**src/inc/adcsr_pkg.sv**
```systemverilog
package adcsr_pkg;

  // byte addresses; the sequence control keeps its printed index
  localparam logic [7:0] SEQ_CTRL_IDX = 8'h03;
  localparam logic [7:0] A_SEQ_CTRL   = 8'(SEQ_CTRL_IDX * 4);
  localparam logic [7:0] A_STATUS     = 8'h10;
  localparam logic [7:0] A_IRQ_STAT   = 8'h14;
  localparam logic [7:0] A_IRQ_MASK   = 8'h18;
  localparam logic [7:0] A_START      = 8'h1C;
  localparam logic [7:0] A_RESULT0    = 8'h20;
  localparam logic [7:0] A_RESULT7    = 8'h3C;

  // sequence control fields
  localparam int SEQ_LEN_LSB = 3;
  localparam int WRAP_BIT    = 2;
  localparam int FRZ_LSB     = 0;
  localparam logic [6:0] SEQ_CTRL_RST = 7'h20; // length code 0100

  // freeze response codes
  localparam logic [1:0] FRZ_RUN    = 2'h0;
  localparam logic [1:0] FRZ_FINISH = 2'h2;
  localparam logic [1:0] FRZ_NOW    = 2'h3;

  // start register bits
  localparam int START_BIT = 0;
  localparam int SCAN_BIT  = 1;

  // interrupt status / mask layout
  localparam int EV_SEQ  = 0;
  localparam int EV_CONV = 1;
  localparam int EV_ABRT = 2;
  localparam int EV_W    = 3;

  localparam int RES_W   = 10;
  localparam int NRES    = 8;
  localparam logic [3:0] LEN_MAX = 4'h8;

  typedef enum logic [1:0] {
    ST_IDLE = 2'b00,
    ST_RUN  = 2'b01,
    ST_HALT = 2'b10
  } adcsr_state_t;

  // captured ahb address phase
  typedef struct packed {
    logic       valid;
    logic       write;
    logic [7:0] addr;
  } adcsr_cap_t;

  // result coming back from the analog core
  typedef struct packed {
    logic             done;
    logic [RES_W-1:0] data;
  } adcsr_conv_t;

  // codes with the top bit set, and zero, mean eight conversions
  function automatic logic [3:0] seq_len(input logic [3:0] code);
    if (code[3] || code == 4'h0) begin
      return LEN_MAX;
    end
    return {1'b0, code[2:0]};
  endfunction

endpackage

```
**src/core/adcsr_ctrl.sv**
```systemverilog
// The AHB-Lite interface to the registers was decided locally.
`timescale 1ns/1ps

// How it works
// - a write to the sequence control register stops the running sequence and starts none.
// - the sequence control register can be read and written at any time.
// - bits 6..3 give the length, 0000 and any code with bit 6 set mean eight conversions.
// - after reset the length code is 0100, four conversions.
// - with wrap clear, the nth conversion of a sequence goes to the nth result register.
// - with wrap set, the result position runs on across the sequences of a scan and wraps after the last.
// - the status register shows the position that the next result will take.
// - an abort or any control write clears the position, so a new sequence starts at zero.
// - each result register has a complete flag that shows it holds fresh data.
// - bits 1..0 pick the freeze reaction: run on, reserved, finish then halt, halt at once.
module adcsr_ctrl (
  input  wire logic                           clk,
  input  wire logic                           nrst,
  input  wire logic                           hsel,
  input  wire logic [7:0]                     haddr,
  input  wire logic [1:0]                     htrans,
  input  wire logic                           hwrite,
  input  wire logic [2:0]                     hsize,
  input  wire logic [31:0]                    hwdata,
  input  wire logic                           hready,
  output logic      [31:0]                    hrdata,
  output logic                                hreadyout,
  output logic                                hresp,
  input  wire adcsr_pkg::adcsr_conv_t         conv_in,
  input  wire logic                           freeze_pin,
  output logic                                conv_req,
  output logic                                irq
);

  adcsr_pkg::adcsr_cap_t     cap_r;
  logic                      rd_pend_r;
  logic [6:0]                seq_ctrl_r;
  logic                      scan_r;
  adcsr_pkg::adcsr_state_t   state_r;
  logic [2:0]                cc_r;
  logic [2:0]                seq_cnt_r;
  logic [adcsr_pkg::NRES-1:0] ccf_r;
  logic [adcsr_pkg::RES_W-1:0] res_r [adcsr_pkg::NRES];
  logic [adcsr_pkg::EV_W-1:0] irq_stat_r;
  logic [adcsr_pkg::EV_W-1:0] irq_mask_r;
  logic                      frz_meta_r;
  logic                      frz_r;
  logic                      conv_req_r;
  logic                      hready_r;
  logic [31:0]               hrdata_r;
  logic                      irq_r;

  logic                      addr_ok;
  logic                      wr_now;
  logic                      wr_ctrl;
  logic                      wr_start;
  logic                      wr_any_ctrl;
  logic                      go;
  logic                      take;
  logic                      seq_end;
  logic [3:0]                len;
  logic                      wrap;
  logic [1:0]                frz_mode;
  logic                      halt;
  logic [adcsr_pkg::EV_W-1:0] ev;
  logic [31:0]               rdata;

  // address phase of a transfer
  assign addr_ok = hsel & htrans[1] & hready;

  // latch address phase; writes finish in one data cycle
  always_ff @(posedge clk or negedge nrst) begin
    if (!nrst) begin
      cap_r <= '0;
    end else if (hready_r) begin
      cap_r.valid <= addr_ok;
      cap_r.write <= hwrite;
      cap_r.addr  <= haddr;
    end
  end

  // reads take one wait state so the data is never stale
  always_ff @(posedge clk or negedge nrst) begin
    if (!nrst) begin
      rd_pend_r <= 1'b0;
      hready_r  <= 1'b1;
    end else begin
      rd_pend_r <= addr_ok & ~hwrite & hready_r;
      hready_r  <= ~(addr_ok & ~hwrite & hready_r);
    end
  end

  assign wr_now      = cap_r.valid & cap_r.write;
  assign wr_ctrl     = wr_now & (cap_r.addr == adcsr_pkg::A_SEQ_CTRL);
  assign wr_start    = wr_now & (cap_r.addr == adcsr_pkg::A_START);
  assign wr_any_ctrl = wr_ctrl | wr_start;
  assign go          = wr_start & hwdata[adcsr_pkg::START_BIT];

  // control register, writable in any state; bit 7 not stored
  always_ff @(posedge clk or negedge nrst) begin
    if (!nrst) begin
      seq_ctrl_r <= adcsr_pkg::SEQ_CTRL_RST;
    end else if (wr_ctrl) begin
      seq_ctrl_r <= hwdata[6:0];
    end
  end

  assign len      = adcsr_pkg::seq_len(seq_ctrl_r[adcsr_pkg::SEQ_LEN_LSB +: 4]);
  assign wrap     = seq_ctrl_r[adcsr_pkg::WRAP_BIT];
  assign frz_mode = seq_ctrl_r[adcsr_pkg::FRZ_LSB +: 2];

  // freeze is a debug pin: two flops before use
  always_ff @(posedge clk or negedge nrst) begin
    if (!nrst) begin
      frz_meta_r <= 1'b0;
      frz_r      <= 1'b0;
    end else begin
      frz_meta_r <= freeze_pin;
      frz_r      <= frz_meta_r;
    end
  end

  // reserved code behaves like run on, the safe reading
  always_comb begin
    halt = 1'b0;
    if (frz_r && frz_mode == adcsr_pkg::FRZ_NOW) begin
      halt = 1'b1;
    end else if (frz_r && frz_mode == adcsr_pkg::FRZ_FINISH) begin
      halt = ~conv_req_r | conv_in.done;
    end
  end

  // a result counts only while it was asked for
  assign take    = conv_req_r & conv_in.done & (state_r == adcsr_pkg::ST_RUN);
  assign seq_end = take & (({1'b0, seq_cnt_r} + 4'h1) == len);

  // sequencer; control writes abort and only start launches
  always_ff @(posedge clk or negedge nrst) begin
    if (!nrst) begin
      state_r <= adcsr_pkg::ST_IDLE;
      scan_r  <= 1'b0;
    end else if (wr_ctrl) begin
      state_r <= adcsr_pkg::ST_IDLE;
    end else if (wr_start) begin
      scan_r  <= hwdata[adcsr_pkg::SCAN_BIT];
      state_r <= go ? adcsr_pkg::ST_RUN : adcsr_pkg::ST_IDLE;
    end else begin
      case (state_r)
        adcsr_pkg::ST_IDLE: begin
          state_r <= adcsr_pkg::ST_IDLE;
        end
        adcsr_pkg::ST_RUN: begin
          if (seq_end && !scan_r) begin
            state_r <= adcsr_pkg::ST_IDLE;
          end else if (halt && !take) begin
            state_r <= adcsr_pkg::ST_HALT;
          end else if (halt && take) begin
            state_r <= adcsr_pkg::ST_HALT;
          end
        end
        adcsr_pkg::ST_HALT: begin
          if (!frz_r) begin
            state_r <= adcsr_pkg::ST_RUN;
          end
        end
        default: begin
          state_r <= adcsr_pkg::ST_IDLE;
        end
      endcase
    end
  end

  // held low while frozen in the halt state
  function automatic logic frz_halted();
    return (state_r == adcsr_pkg::ST_HALT) & frz_r;
  endfunction

  // request level to the analog core; dropped at once on halt
  always_ff @(posedge clk or negedge nrst) begin
    if (!nrst) begin
      conv_req_r <= 1'b0;
    end else if (wr_any_ctrl) begin
      conv_req_r <= go;
    end else if (seq_end && !scan_r) begin
      conv_req_r <= 1'b0;
    end else begin
      conv_req_r <= (state_r != adcsr_pkg::ST_IDLE) & ~halt & ~frz_halted();
    end
  end

  // position in sequence and result position
  always_ff @(posedge clk or negedge nrst) begin
    if (!nrst) begin
      seq_cnt_r <= 3'h0;
      cc_r      <= 3'h0;
    end else if (wr_any_ctrl) begin
      seq_cnt_r <= 3'h0;
      cc_r      <= 3'h0;
    end else if (take) begin
      seq_cnt_r <= seq_end ? 3'h0 : seq_cnt_r + 3'h1;
      if (wrap) begin
        cc_r <= cc_r + 3'h1;
      end else begin
        cc_r <= seq_end ? 3'h0 : seq_cnt_r + 3'h1;
      end
    end
  end

  // result file and fresh-data flags; a start clears the flags unless a result is taken in the same cycle
  always_ff @(posedge clk or negedge nrst) begin
    if (!nrst) begin
      ccf_r <= '0;
    end else if (take) begin
      ccf_r[cc_r] <= 1'b1;
    end else if (go) begin
      ccf_r <= '0;
    end
  end

  // results need no reset; the flags say which hold data
  always_ff @(posedge clk) begin
    if (take) begin
      res_r[cc_r] <= conv_in.data;
    end
  end

  // interrupt events
  always_comb begin
    ev = '0;
    ev[adcsr_pkg::EV_SEQ]  = seq_end;
    ev[adcsr_pkg::EV_CONV] = take;
    ev[adcsr_pkg::EV_ABRT] = wr_any_ctrl & (state_r != adcsr_pkg::ST_IDLE);
  end

  // sticky status, write one to clear; a new event wins
  always_ff @(posedge clk or negedge nrst) begin
    if (!nrst) begin
      irq_stat_r <= '0;
    end else if (wr_now && cap_r.addr == adcsr_pkg::A_IRQ_STAT) begin
      irq_stat_r <= (irq_stat_r & ~hwdata[adcsr_pkg::EV_W-1:0]) | ev;
    end else begin
      irq_stat_r <= irq_stat_r | ev;
    end
  end

  always_ff @(posedge clk or negedge nrst) begin
    if (!nrst) begin
      irq_mask_r <= '0;
    end else if (wr_now && cap_r.addr == adcsr_pkg::A_IRQ_MASK) begin
      irq_mask_r <= hwdata[adcsr_pkg::EV_W-1:0];
    end
  end

  // irq lags status by one cycle, kept registered
  always_ff @(posedge clk or negedge nrst) begin
    if (!nrst) begin
      irq_r <= 1'b0;
    end else begin
      irq_r <= |(irq_stat_r & irq_mask_r);
    end
  end

  // read mux; unmapped addresses read zero
  always_comb begin
    rdata = 32'h0000_0000;
    case (cap_r.addr)
      adcsr_pkg::A_SEQ_CTRL: rdata = {25'h0, seq_ctrl_r};
      adcsr_pkg::A_STATUS:   rdata = {16'h0, ccf_r, 2'h0, state_r, 1'b0, cc_r};
      adcsr_pkg::A_IRQ_STAT: rdata = {29'h0, irq_stat_r};
      adcsr_pkg::A_IRQ_MASK: rdata = {29'h0, irq_mask_r};
      adcsr_pkg::A_START:    rdata = {30'h0, scan_r, 1'b0};
      default: begin
        if (cap_r.addr >= adcsr_pkg::A_RESULT0 && cap_r.addr <= adcsr_pkg::A_RESULT7) begin
          rdata = {22'h0, res_r[cap_r.addr[4:2]]};
        end
      end
    endcase
  end

  always_ff @(posedge clk or negedge nrst) begin
    if (!nrst) begin
      hrdata_r <= 32'h0000_0000;
    end else if (rd_pend_r) begin
      hrdata_r <= rdata;
    end
  end

  assign hrdata    = hrdata_r;
  assign hreadyout = hready_r;
  assign hresp     = 1'b0;
  assign conv_req  = conv_req_r;
  assign irq       = irq_r;

  // checks

  a_ctrl_aborts: assert property (@(posedge clk) disable iff (!nrst)
    wr_ctrl |=> state_r == adcsr_pkg::ST_IDLE && !conv_req_r)
    else $error("control write did not abort");

  a_ctrl_nostart: assert property (@(posedge clk) disable iff (!nrst)
    wr_ctrl && state_r == adcsr_pkg::ST_IDLE |=> ##1 !conv_req_r)
    else $error("control write started a sequence");

  a_ctrl_written: assert property (@(posedge clk) disable iff (!nrst)
    wr_ctrl |=> seq_ctrl_r == $past(hwdata[6:0]))
    else $error("control write lost");

  a_len_decode: assert property (@(posedge clk) disable iff (!nrst)
    seq_end |-> {1'b0, seq_cnt_r} == len - 4'h1 &&
      len == (seq_ctrl_r[6] || seq_ctrl_r[6:3] == 4'h0 ? 4'h8 : {1'b0, seq_ctrl_r[5:3]}))
    else $error("sequence length wrong");

  a_pos_fixed: assert property (@(posedge clk) disable iff (!nrst)
    take && !wrap |-> cc_r == seq_cnt_r)
    else $error("fixed mapping slot wrong");

  a_pos_wrap: assert property (@(posedge clk) disable iff (!nrst)
    take && wrap && !wr_any_ctrl |=> cc_r == $past(cc_r) + 3'h1)
    else $error("wrap counter did not advance");

  a_ctrl_clear: assert property (@(posedge clk) disable iff (!nrst)
    wr_any_ctrl |=> cc_r == 3'h0 && seq_cnt_r == 3'h0)
    else $error("counter not cleared");

  a_flag_set: assert property (@(posedge clk) disable iff (!nrst)
    take |=> ccf_r[$past(cc_r)])
    else $error("complete flag missing");

  a_freeze_now: assert property (@(posedge clk) disable iff (!nrst)
    frz_r && frz_mode == adcsr_pkg::FRZ_NOW && !wr_any_ctrl |=> !conv_req_r)
    else $error("immediate freeze kept converting");

  a_top_bit_zero: assert property (@(posedge clk) disable iff (!nrst)
    rd_pend_r && cap_r.addr == adcsr_pkg::A_SEQ_CTRL |=> hready_r && hrdata_r[7] == 1'b0)
    else $error("bit 7 read nonzero");

  c_seq_done: cover property (@(posedge clk) disable iff (!nrst) seq_end && !wrap);
  c_wrap_round: cover property (@(posedge clk) disable iff (!nrst) take && wrap && cc_r == 3'h7);
  c_abort_run: cover property (@(posedge clk) disable iff (!nrst)
    wr_ctrl && state_r == adcsr_pkg::ST_RUN);
  c_halted: cover property (@(posedge clk) disable iff (!nrst) state_r == adcsr_pkg::ST_HALT);

endmodule // adcsr_ctrl

```
**config.mk**
```make
export PLATFORM = sky130hd
export DESIGN_NAME = adcsr_ctrl
export DESIGN_NICKNAME = d
export VERILOG_FILES = /design/src/inc/adcsr_pkg.sv /design/src/core/adcsr_ctrl.sv
export SDC_FILE = /design/constraint.sdc
export NUM_CORES = 1
export LEC_CHECK = 0
export BUFFER_PORTS_ARGS = -buffer_cell sky130_fd_sc_hd__buf_2
export CAP_MARGIN = 15
export CORE_UTILIZATION = 50
export CTS_BUF_LIST = sky130_fd_sc_hd__clkbuf_4 sky130_fd_sc_hd__clkbuf_8
export DETAILED_ROUTE_END_ITERATION = 12
export HOLD_SLACK_MARGIN = 0.02
export PLACE_DENSITY_LB_ADDON = 0.3
export SYNTH_ARGS = -nofsm -noshare
export SYNTH_HDL_FRONTEND = slang
export SYNTH_SLANG_ARGS = --single-unit
```
**constraint.sdc**
```tcl
create_clock -name clk -period 3.6 [get_ports clk]
set_input_delay 0 -clock clk [delete_from_list [all_inputs] [get_ports clk]]
set_output_delay 0 -clock clk [all_outputs]
set_load 0.03 [all_outputs]
```
# ---- After elaboration in Yosys (flattened, before gate mapping)
# Memory sizes are Yosys's and may differ from the RTL's.
# Cells that the tools add are included.
dict set report classes {
  shifts 0
  n_addsub 3
  magnitude_cmp 4
  mul 0
  n_reduce_logical 19
  n_mux 30
  n_eq_ne 12
  n_div 0
  bitwise_logic 29
}
# operator n
set op_table {}
lappend op_table {{$pmux W16 S5} 1}
lappend op_table {{$eq A8 B5 Y1 const B} 4}
lappend op_table {{$mux W3} 7}
lappend op_table {{$mux W8} 2}
lappend op_table {{$and A1 B1 Y1} 15}
lappend op_table {{$mux W2} 6}
lappend op_table {{$mux W10} 1}
lappend op_table {{$logic_and A1 B1 Y1} 9}
lappend op_table {{$mux W1} 9}
lappend op_table {{$eq A8 B4 Y1 const B} 1}
lappend op_table {{$ge A8 B6 Y1 const B} 1}
lappend op_table {{$le A8 B6 Y1 const B} 1}
lappend op_table {{$mux W4} 2}
lappend op_table {{$or A8 B8 Y8} 1}
lappend op_table {{$add A3 B1 Y3 const B} 2}
lappend op_table {{$and A3 B3 Y3} 2}
lappend op_table {{$eq A2 B2 Y1 const B} 3}
lappend op_table {{$ne A6 B3 Y1 const B} 1}
lappend op_table {{$not A1 Y1} 6}
lappend op_table {{$or A3 B3 Y3} 2}
lappend op_table {{$reduce_bool A2 Y1} 3}
lappend op_table {{$add A3 B1 Y4 const B} 1}
lappend op_table {{$eq A4 B4 Y1} 1}
lappend op_table {{$logic_not A4 Y1} 1}
lappend op_table {{12 further kinds} 15}
dict set report totals {
  latchBits 0
  mem_bits_rw 80
  mem_bits_ro 0
  register_bits 78
  elab_cells 116
  memories 1
}
# memory words width read_ports rd_clocked_by_memory_dff write_ports line
set mem_list {}
lappend mem_list {res_r 8 10 1 0 1 adcsr_ctrl.sv:42} ;# logic [adcsr_pkg::RES_W-1:0] res_r [adcsr_pkg::NRES];

# ---- Depth between registers and ports, before layout
dict set report depth {
  depth_word 11
  depth_mapped 8
}

# ---- Worst setup path before layout
# OpenSTA, ideal clock, no wires.
dict set report synth_path {
  path_kind {register -> register}
  startpoint {reg state_r[1]}
  endpoint {mem res_r[0][0] (netlist bit), enable pin}
  arrival_ns 2.102
  path_slack_ns 1.091
  stages_incl_launch_ff 6
  setup_ns 0.407
  period_less_slack_ns 2.509
  path_buffers 1
  path_cell_list {dfrtp_1 -> inv_1 -> ha_1 -> nand3_1 -> clkbuf_1 -> nor4_1}
}
dict set report synth_between {
  elab_chain_len 4
}
# item line
set synth_rtl {}
lappend synth_rtl {{start: declaration} adcsr_ctrl.sv:38} ;# adcsr_pkg::adcsr_state_t state_r;
lappend synth_rtl {{start signal: assignment} adcsr_ctrl.sv:139} ;# state_r <= adcsr_pkg::ST_IDLE;
lappend synth_rtl {{start signal: assignment} adcsr_ctrl.sv:142} ;# state_r <= adcsr_pkg::ST_IDLE;
lappend synth_rtl {{start signal: assignment} adcsr_ctrl.sv:145} ;# state_r <= go ? adcsr_pkg::ST_RUN : adcsr_pkg::ST_IDLE;
lappend synth_rtl {{$eq A2 B1 Y1} adcsr_ctrl.sv:133} ;# assign take = conv_req_r & conv_in.done & (state_r == adcsr_pkg::ST_RUN);
lappend synth_rtl {{$and A1 B1 Y1} adcsr_ctrl.sv:133}
lappend synth_rtl {{$mux W1} adcsr_ctrl.sv:221} ;# if (take) begin
lappend synth_rtl {{$mux W1 (not written as such)} adcsr_ctrl.sv:222} ;# res_r[cc_r] <= conv_in.data;
lappend synth_rtl {{end: declaration} adcsr_ctrl.sv:42}
# Every way passes these cells.

# ---- Final worst setup path
dict set report layout_path {
  startpoint {reg state_r[1]}
  endpoint {reg state_r[0]}
}
dict set report layout_between {
  elab_chain_len 9
}
# item line
set layout_rtl {}
lappend layout_rtl {{$eq A2 B1 Y1} {adcsr_ctrl.sv:133, adcsr_ctrl.sv:147}}
lappend layout_rtl {{$and A1 B1 Y1} adcsr_ctrl.sv:133}
lappend layout_rtl {{$logic_not A1 Y1} adcsr_ctrl.sv:154} ;# end else if (halt && !take) begin
lappend layout_rtl {{$logic_and A1 B1 Y1} adcsr_ctrl.sv:154}
lappend layout_rtl {{$mux W2} adcsr_ctrl.sv:154}
lappend layout_rtl {{$mux W2} adcsr_ctrl.sv:152} ;# if (seq_end && !scan_r) begin
lappend layout_rtl {{$pmux W2 S2} adcsr_ctrl.sv:147} ;# case (state_r)
lappend layout_rtl {{$mux W2} adcsr_ctrl.sv:143} ;# end else if (wr_start) begin
lappend layout_rtl {{$mux W2} adcsr_ctrl.sv:141} ;# end else if (wr_ctrl) begin
# Parallel ways exist; a longest one is shown, timed or not.
# A chain may end at the register's enable or synchronous reset.

==> tab_implementation.tex <==
\begin{tabular}{lr}
\hline
Metric & Value \\
\hline
\multicolumn{2}{l}{\textbf{Drt}} \\
Post-route antenna net violation count & 0 \\
Residual DRC count & 0 \\
First-pass detailed-route iteration total & 5 \\
Vias/cell & 5.62 \\
Routed vias & 3,713 \\
Detailed-route wire length & 12,300 µm \\
Number of DRC markers after the initial detailed-route iteration & 242 \\
Detailed-route wire length per cell & 18.5 µm \\
\multicolumn{2}{l}{\textbf{Synth}} \\
Fraction of synthesized cell area taken by the top area cell type & 39.4\% \\
Seq/Total Area, Yosys & 64.9\% \\
Most used DFF post-synth & sky130\_fd\_sc\_hd\_\_edfxtp\_1 \\
Synthesized-area fraction occupied by xor and xnor cells & 0.431\% \\
Synthesized area per cell & 14.9 µm² \\
Dominant cell by count in the synthesized netlist & sky130\_fd\_sc\_hd\_\_edfxtp\_1 \\
Adder-Cell Fraction of Synth Area & 1.03\% \\
Compound-gate portion of the synthesized area & 7.62\% \\
Total standard cell area after synthesis & 0.00609 mm² \\
Fraction of synthesized area in multiplexers & 13.3\% \\
Count of state elements after synthesis & 142 \\
Synth Instances & 409 \\
Async set-or-reset flop fraction in the synthesized netlist & 43.7\% \\
Distinct cell type count of the synthesized netlist & 60 \\
Largest family of logic cells by synthesized area & multiplexers \\
Number of enable flip-flop cells after synthesis & 80 \\
Warnings from Yosys & 0 \\
Ranking of synthesized cells by area & sky130\_fd\_sc\_hd\_\_edfxtp\_1, sky130\_fd\_sc\_hd\_\_dfrtp\_1, sky130\_fd\_sc\_hd\_\_mux4\_2 \\
Top cell type by total area after synthesis & sky130\_fd\_sc\_hd\_\_edfxtp\_1 \\
Share of synthesized cell area in and, or, nand and nor gates & 8.40\% \\
Ranking of synthesized cells by instance count & sky130\_fd\_sc\_hd\_\_edfxtp\_1, sky130\_fd\_sc\_hd\_\_dfrtp\_1, sky130\_fd\_sc\_hd\_\_mux2\_2, sky130\_fd\_sc\_hd\_\_nor2\_1 \\
\multicolumn{2}{l}{\textbf{Hold path}} \\
Start point of the worst hold path & conv\_in[10] \\
Destination of the worst hold path & irq\_stat\_r[1] \\
Hold Crit Depth & 3 \\
Hold WC Path Type & primary input to flop \\
\multicolumn{2}{l}{\textbf{Critical path}} \\
Cell depth of the worst flop-to-flop path & 7 \\
Reg-to-reg setup timing slack & 1120 ps \\
Top cell family by delay on the critical path & compound AO/OA/AOI/OAI gates \\
Crit start category & flop \\
Crit-path max FO & 9 \\
Series of cell instances along the critical path & inv\_1, ha\_1, and3\_1, o21ai\_1, a2111oi\_4, nand3\_2, a221oi\_2 \\
Largest stage delay on the critical path & 650 ps \\
Crit path arrival time & 2840 ps \\
Req. time, crit path & 3960 ps \\
Reg-to-Reg End & state\_r[0] \\
Element type at the critical path end & flop \\
Crit Path Category & flop to flop \\
Cell with the largest stage delay on the worst path & sky130\_fd\_sc\_hd\_\_a2111oi\_4 \\
Critical register-to-register path startpoint & state\_r[1] \\
Combined buffer and inverter count along the critical path & 1 \\
\multicolumn{2}{l}{\textbf{Power and ir drop}} \\
Power density of the placed cells & 468 mW/mm² \\
Worst vdd ir & 0.407 mV \\
Leakage Power & 2.87 nW \\
Overall power of the completed layout & 0.00337 W \\
\multicolumn{2}{l}{\textbf{Clock tree}} \\
H-tree levels & 4 \\
Number of buffers inserted during clock tree synthesis & 17 \\
Clock tree from TritonCTS & built \\
Post-CTS sizing & 0 \\
Clock transition time at the flip-flop clock pins of the worst setup and hold paths & 80 ps \\
Longest Clk Path Bufs & 2 \\
Clock root buffer master & sky130\_fd\_sc\_hd\_\_clkbuf\_8 \\
Latest clock arrival within the worst-skew pair & 460 ps \\
CTS sink cnt & 142 \\
Postcts setup bufs & 0 \\
\multicolumn{2}{l}{\textbf{GRT}} \\
Initial antenna violation count & 0 \\
Overall overflow remaining after global route & 0 \\
Total Routing Usage GR & 21.1\% \\
Wire length of the first global-routing pass & 19,500 µm \\
Number of global-route vias before repair & 3,729 \\
Maximum number of pins on one net before global-route repair & 41 \\
\multicolumn{2}{l}{\textbf{Die}} \\
Site Rows & 39 \\
Total die area & 0.0126 mm² \\
Y dimension of the die & 112 µm \\
Horizontal die dimension & 112 µm \\
Starting utilization of the core area & 52.3\% \\
Area of the core & 0.0117 mm² \\
Number of top-level pins & 98 \\
\multicolumn{2}{l}{\textbf{Placed design}} \\
Number of port buffers & 51 \\
Last weighted congestion value of the routability-driven placer & 0.828 \\
Standard cell area after detailed placement & 0.00650 mm² \\
Cell count after placement & 599 \\
Final HPWL from detailed placement & 8000 µm \\
\multicolumn{2}{l}{\textbf{Timing}} \\
Final hold violations & 0 \\
Post-Route Setup TNS & 0 ps \\
Maximum clock rate & 404 MHz \\
Period Utilization, post-route & 68.8\% \\
Worst-case headroom to the max-slew limit & 40.7\% \\
Final period demand of the worst path & 2480 ps \\
Actual slew at the worst max-slew pin & 890 ps \\
Final setup viols & 0 \\
Number of slew-limit violations in the final report & 0 \\
Worst clock skew & 9.57 ps \\
RSZ-0062 raised after global routing & no \\
\multicolumn{2}{l}{\textbf{Status}} \\
Outcome & finished, final reports clean \\
\multicolumn{2}{l}{\textbf{Cells and area}} \\
Antenna fix cells & 0 \\
Growth of design area from synthesis to finish & 18.4\% \\
\# nets final & 572 \\
Post-layout instance count excluding filler cells & 661 \\
Post-Layout Inst Area & 0.00722 mm² \\
Utilization of the core after routing & 61.9\% \\
Share of layout cells above drive strength 1 & 30.1\% \\
\multicolumn{2}{l}{\textbf{Job}} \\
Max cap viols & 0 \\
\hline
\end{tabular}
==> logic make-up (layout without fill, tap and decap cells) <==
group / count (synthesis) / after routing
other: 1 / 17
buffers and inverters: 48 / 141
flip-flops: 142 / 142
XOR/XNOR: 3 / 3
AND/OR/NAND/NOR: 92 / 92
adder cells (fa/ha/maj): 5 / 5
multiplexers: 53 / 53
AO/OA/AOI/OAI: 65 / 65
==> metal layers <==
| layer | GRT usage, % | up-vias | share of wire [%] |
|---|---|---|---|
| met5 | 0 | - | 0 |
| met4 | 7.47 | 0 | 1.5 |
| met3 | 6.16 | 13 | 4.1 |
| met2 | 33.8 | 101 | 50 |
| met1 | 27.7 | 1881 | 45 |
| li1 | - | 1718 | - |
==> state kept, by name (all words and copies together) (netlist names) <==
signal and count:
res_r 80, hrdata 16, cap_r 10, ccf_r 8, seq_ctrl_r 7, cc_r 3
irq_mask_r 3, irq_stat_r 3, seq_cnt_r 3, state_r 2, conv_req 1, frz_meta_r 1
frz_r 1, hreadyout 1, irq 1, rd_pend_r 1, scan_r 1
==> cells in the final DEF, fill, tap and decap left out, types with 3 or more instances in the layout <==
cell,instances
sky130_fd_sc_hd__o21a_1,10
sky130_fd_sc_hd__bufinv_16,3
sky130_fd_sc_hd__inv_6,3
sky130_fd_sc_hd__inv_1,13
sky130_fd_sc_hd__buf_2,51
sky130_fd_sc_hd__mux2i_1,10
sky130_fd_sc_hd__a21oi_1,14
sky130_fd_sc_hd__o21ai_0,11
sky130_fd_sc_hd__a22oi_1,4
sky130_fd_sc_hd__nor2_1,21
sky130_fd_sc_hd__mux2_2,23
sky130_fd_sc_hd__mux4_2,20
sky130_fd_sc_hd__nand2b_1,3
sky130_fd_sc_hd__clkbuf_8,17
sky130_fd_sc_hd__edfxtp_1,80
sky130_fd_sc_hd__conb_1,17
sky130_fd_sc_hd__and3_1,3
sky130_fd_sc_hd__nand3b_1,7
sky130_fd_sc_hd__xnor2_1,3
sky130_fd_sc_hd__dfrtp_1,59
sky130_fd_sc_hd__nand2_1,14
sky130_fd_sc_hd__buf_4,15
sky130_fd_sc_hd__clkinvlp_4,4
sky130_fd_sc_hd__nand4_1,3
sky130_fd_sc_hd__nor3_1,8
sky130_fd_sc_hd__ha_1,5
sky130_fd_sc_hd__nand3_1,12
sky130_fd_sc_hd__dlygate4sd3_1,30
sky130_fd_sc_hd__a21o_1,3
sky130_fd_sc_hd__a31oi_1,4
==> what timing repair did <==
item | in CTS | in global routing
endpoints found under the hold margin | 145 | 0
hold buffers | 30 | 0
setup endpoints to repair | 0 | 0
==> worst max-delay path by stage <==
stage	cells past startpoint	end	start	slack [ps]
after floorplan	5	res_r[0][0]	state_r[1]	1090
after detailed placement	6	res_r[4][6]	state_r[1]	1140
after global routing	6	res_r[4][6]	state_r[1]	1010
after CTS	6	res_r[4][8]	state_r[1]	1130
after global placement	6	res_r[4][6]	state_r[1]	1210
final	7	state_r[0]	state_r[1]	1120
==> metrics by stage <==
| step | hold slack, ps | setup slack [ps] |
|---|---|---|
| CTS | 120 | 1130 |
| detailed placement | 110 | 1140 |
| global route | 123 | 1010 |
| floorplan | -296 | 1090 |
| finish | 133 | 1120 |
| global placement | 108 | 1210 |
==> power by group <==
part,internal [W],switching [W]
sequential,0.00175,0.0000341
combinational,0.000109,0.000165
clock,0.000703,0.000612
total,0.00256,0.000812
==> worst reg2reg max path, delay by kind of cell (launching register included) <==
kind / cells / cell delay [ps]
AND/OR/NAND/NOR: 2 / 570
adder cells (fa/ha/maj): 1 / 230
AO/OA/AOI/OAI: 3 / 1080
buffers and inverters: 1 / 90
flip-flops: 1 / 420
==> final cells by class <==
class                   count  area, µm²
clock inverters            13        164
clock buffers              19        249
multi-input cells         235       1950
flip-flops and latches    142       3960
inverters                  13       48.8
well taps                 143        179
fillers                   852       4450
repair buffers             96        668
Power figures use the tool's default switching activity.
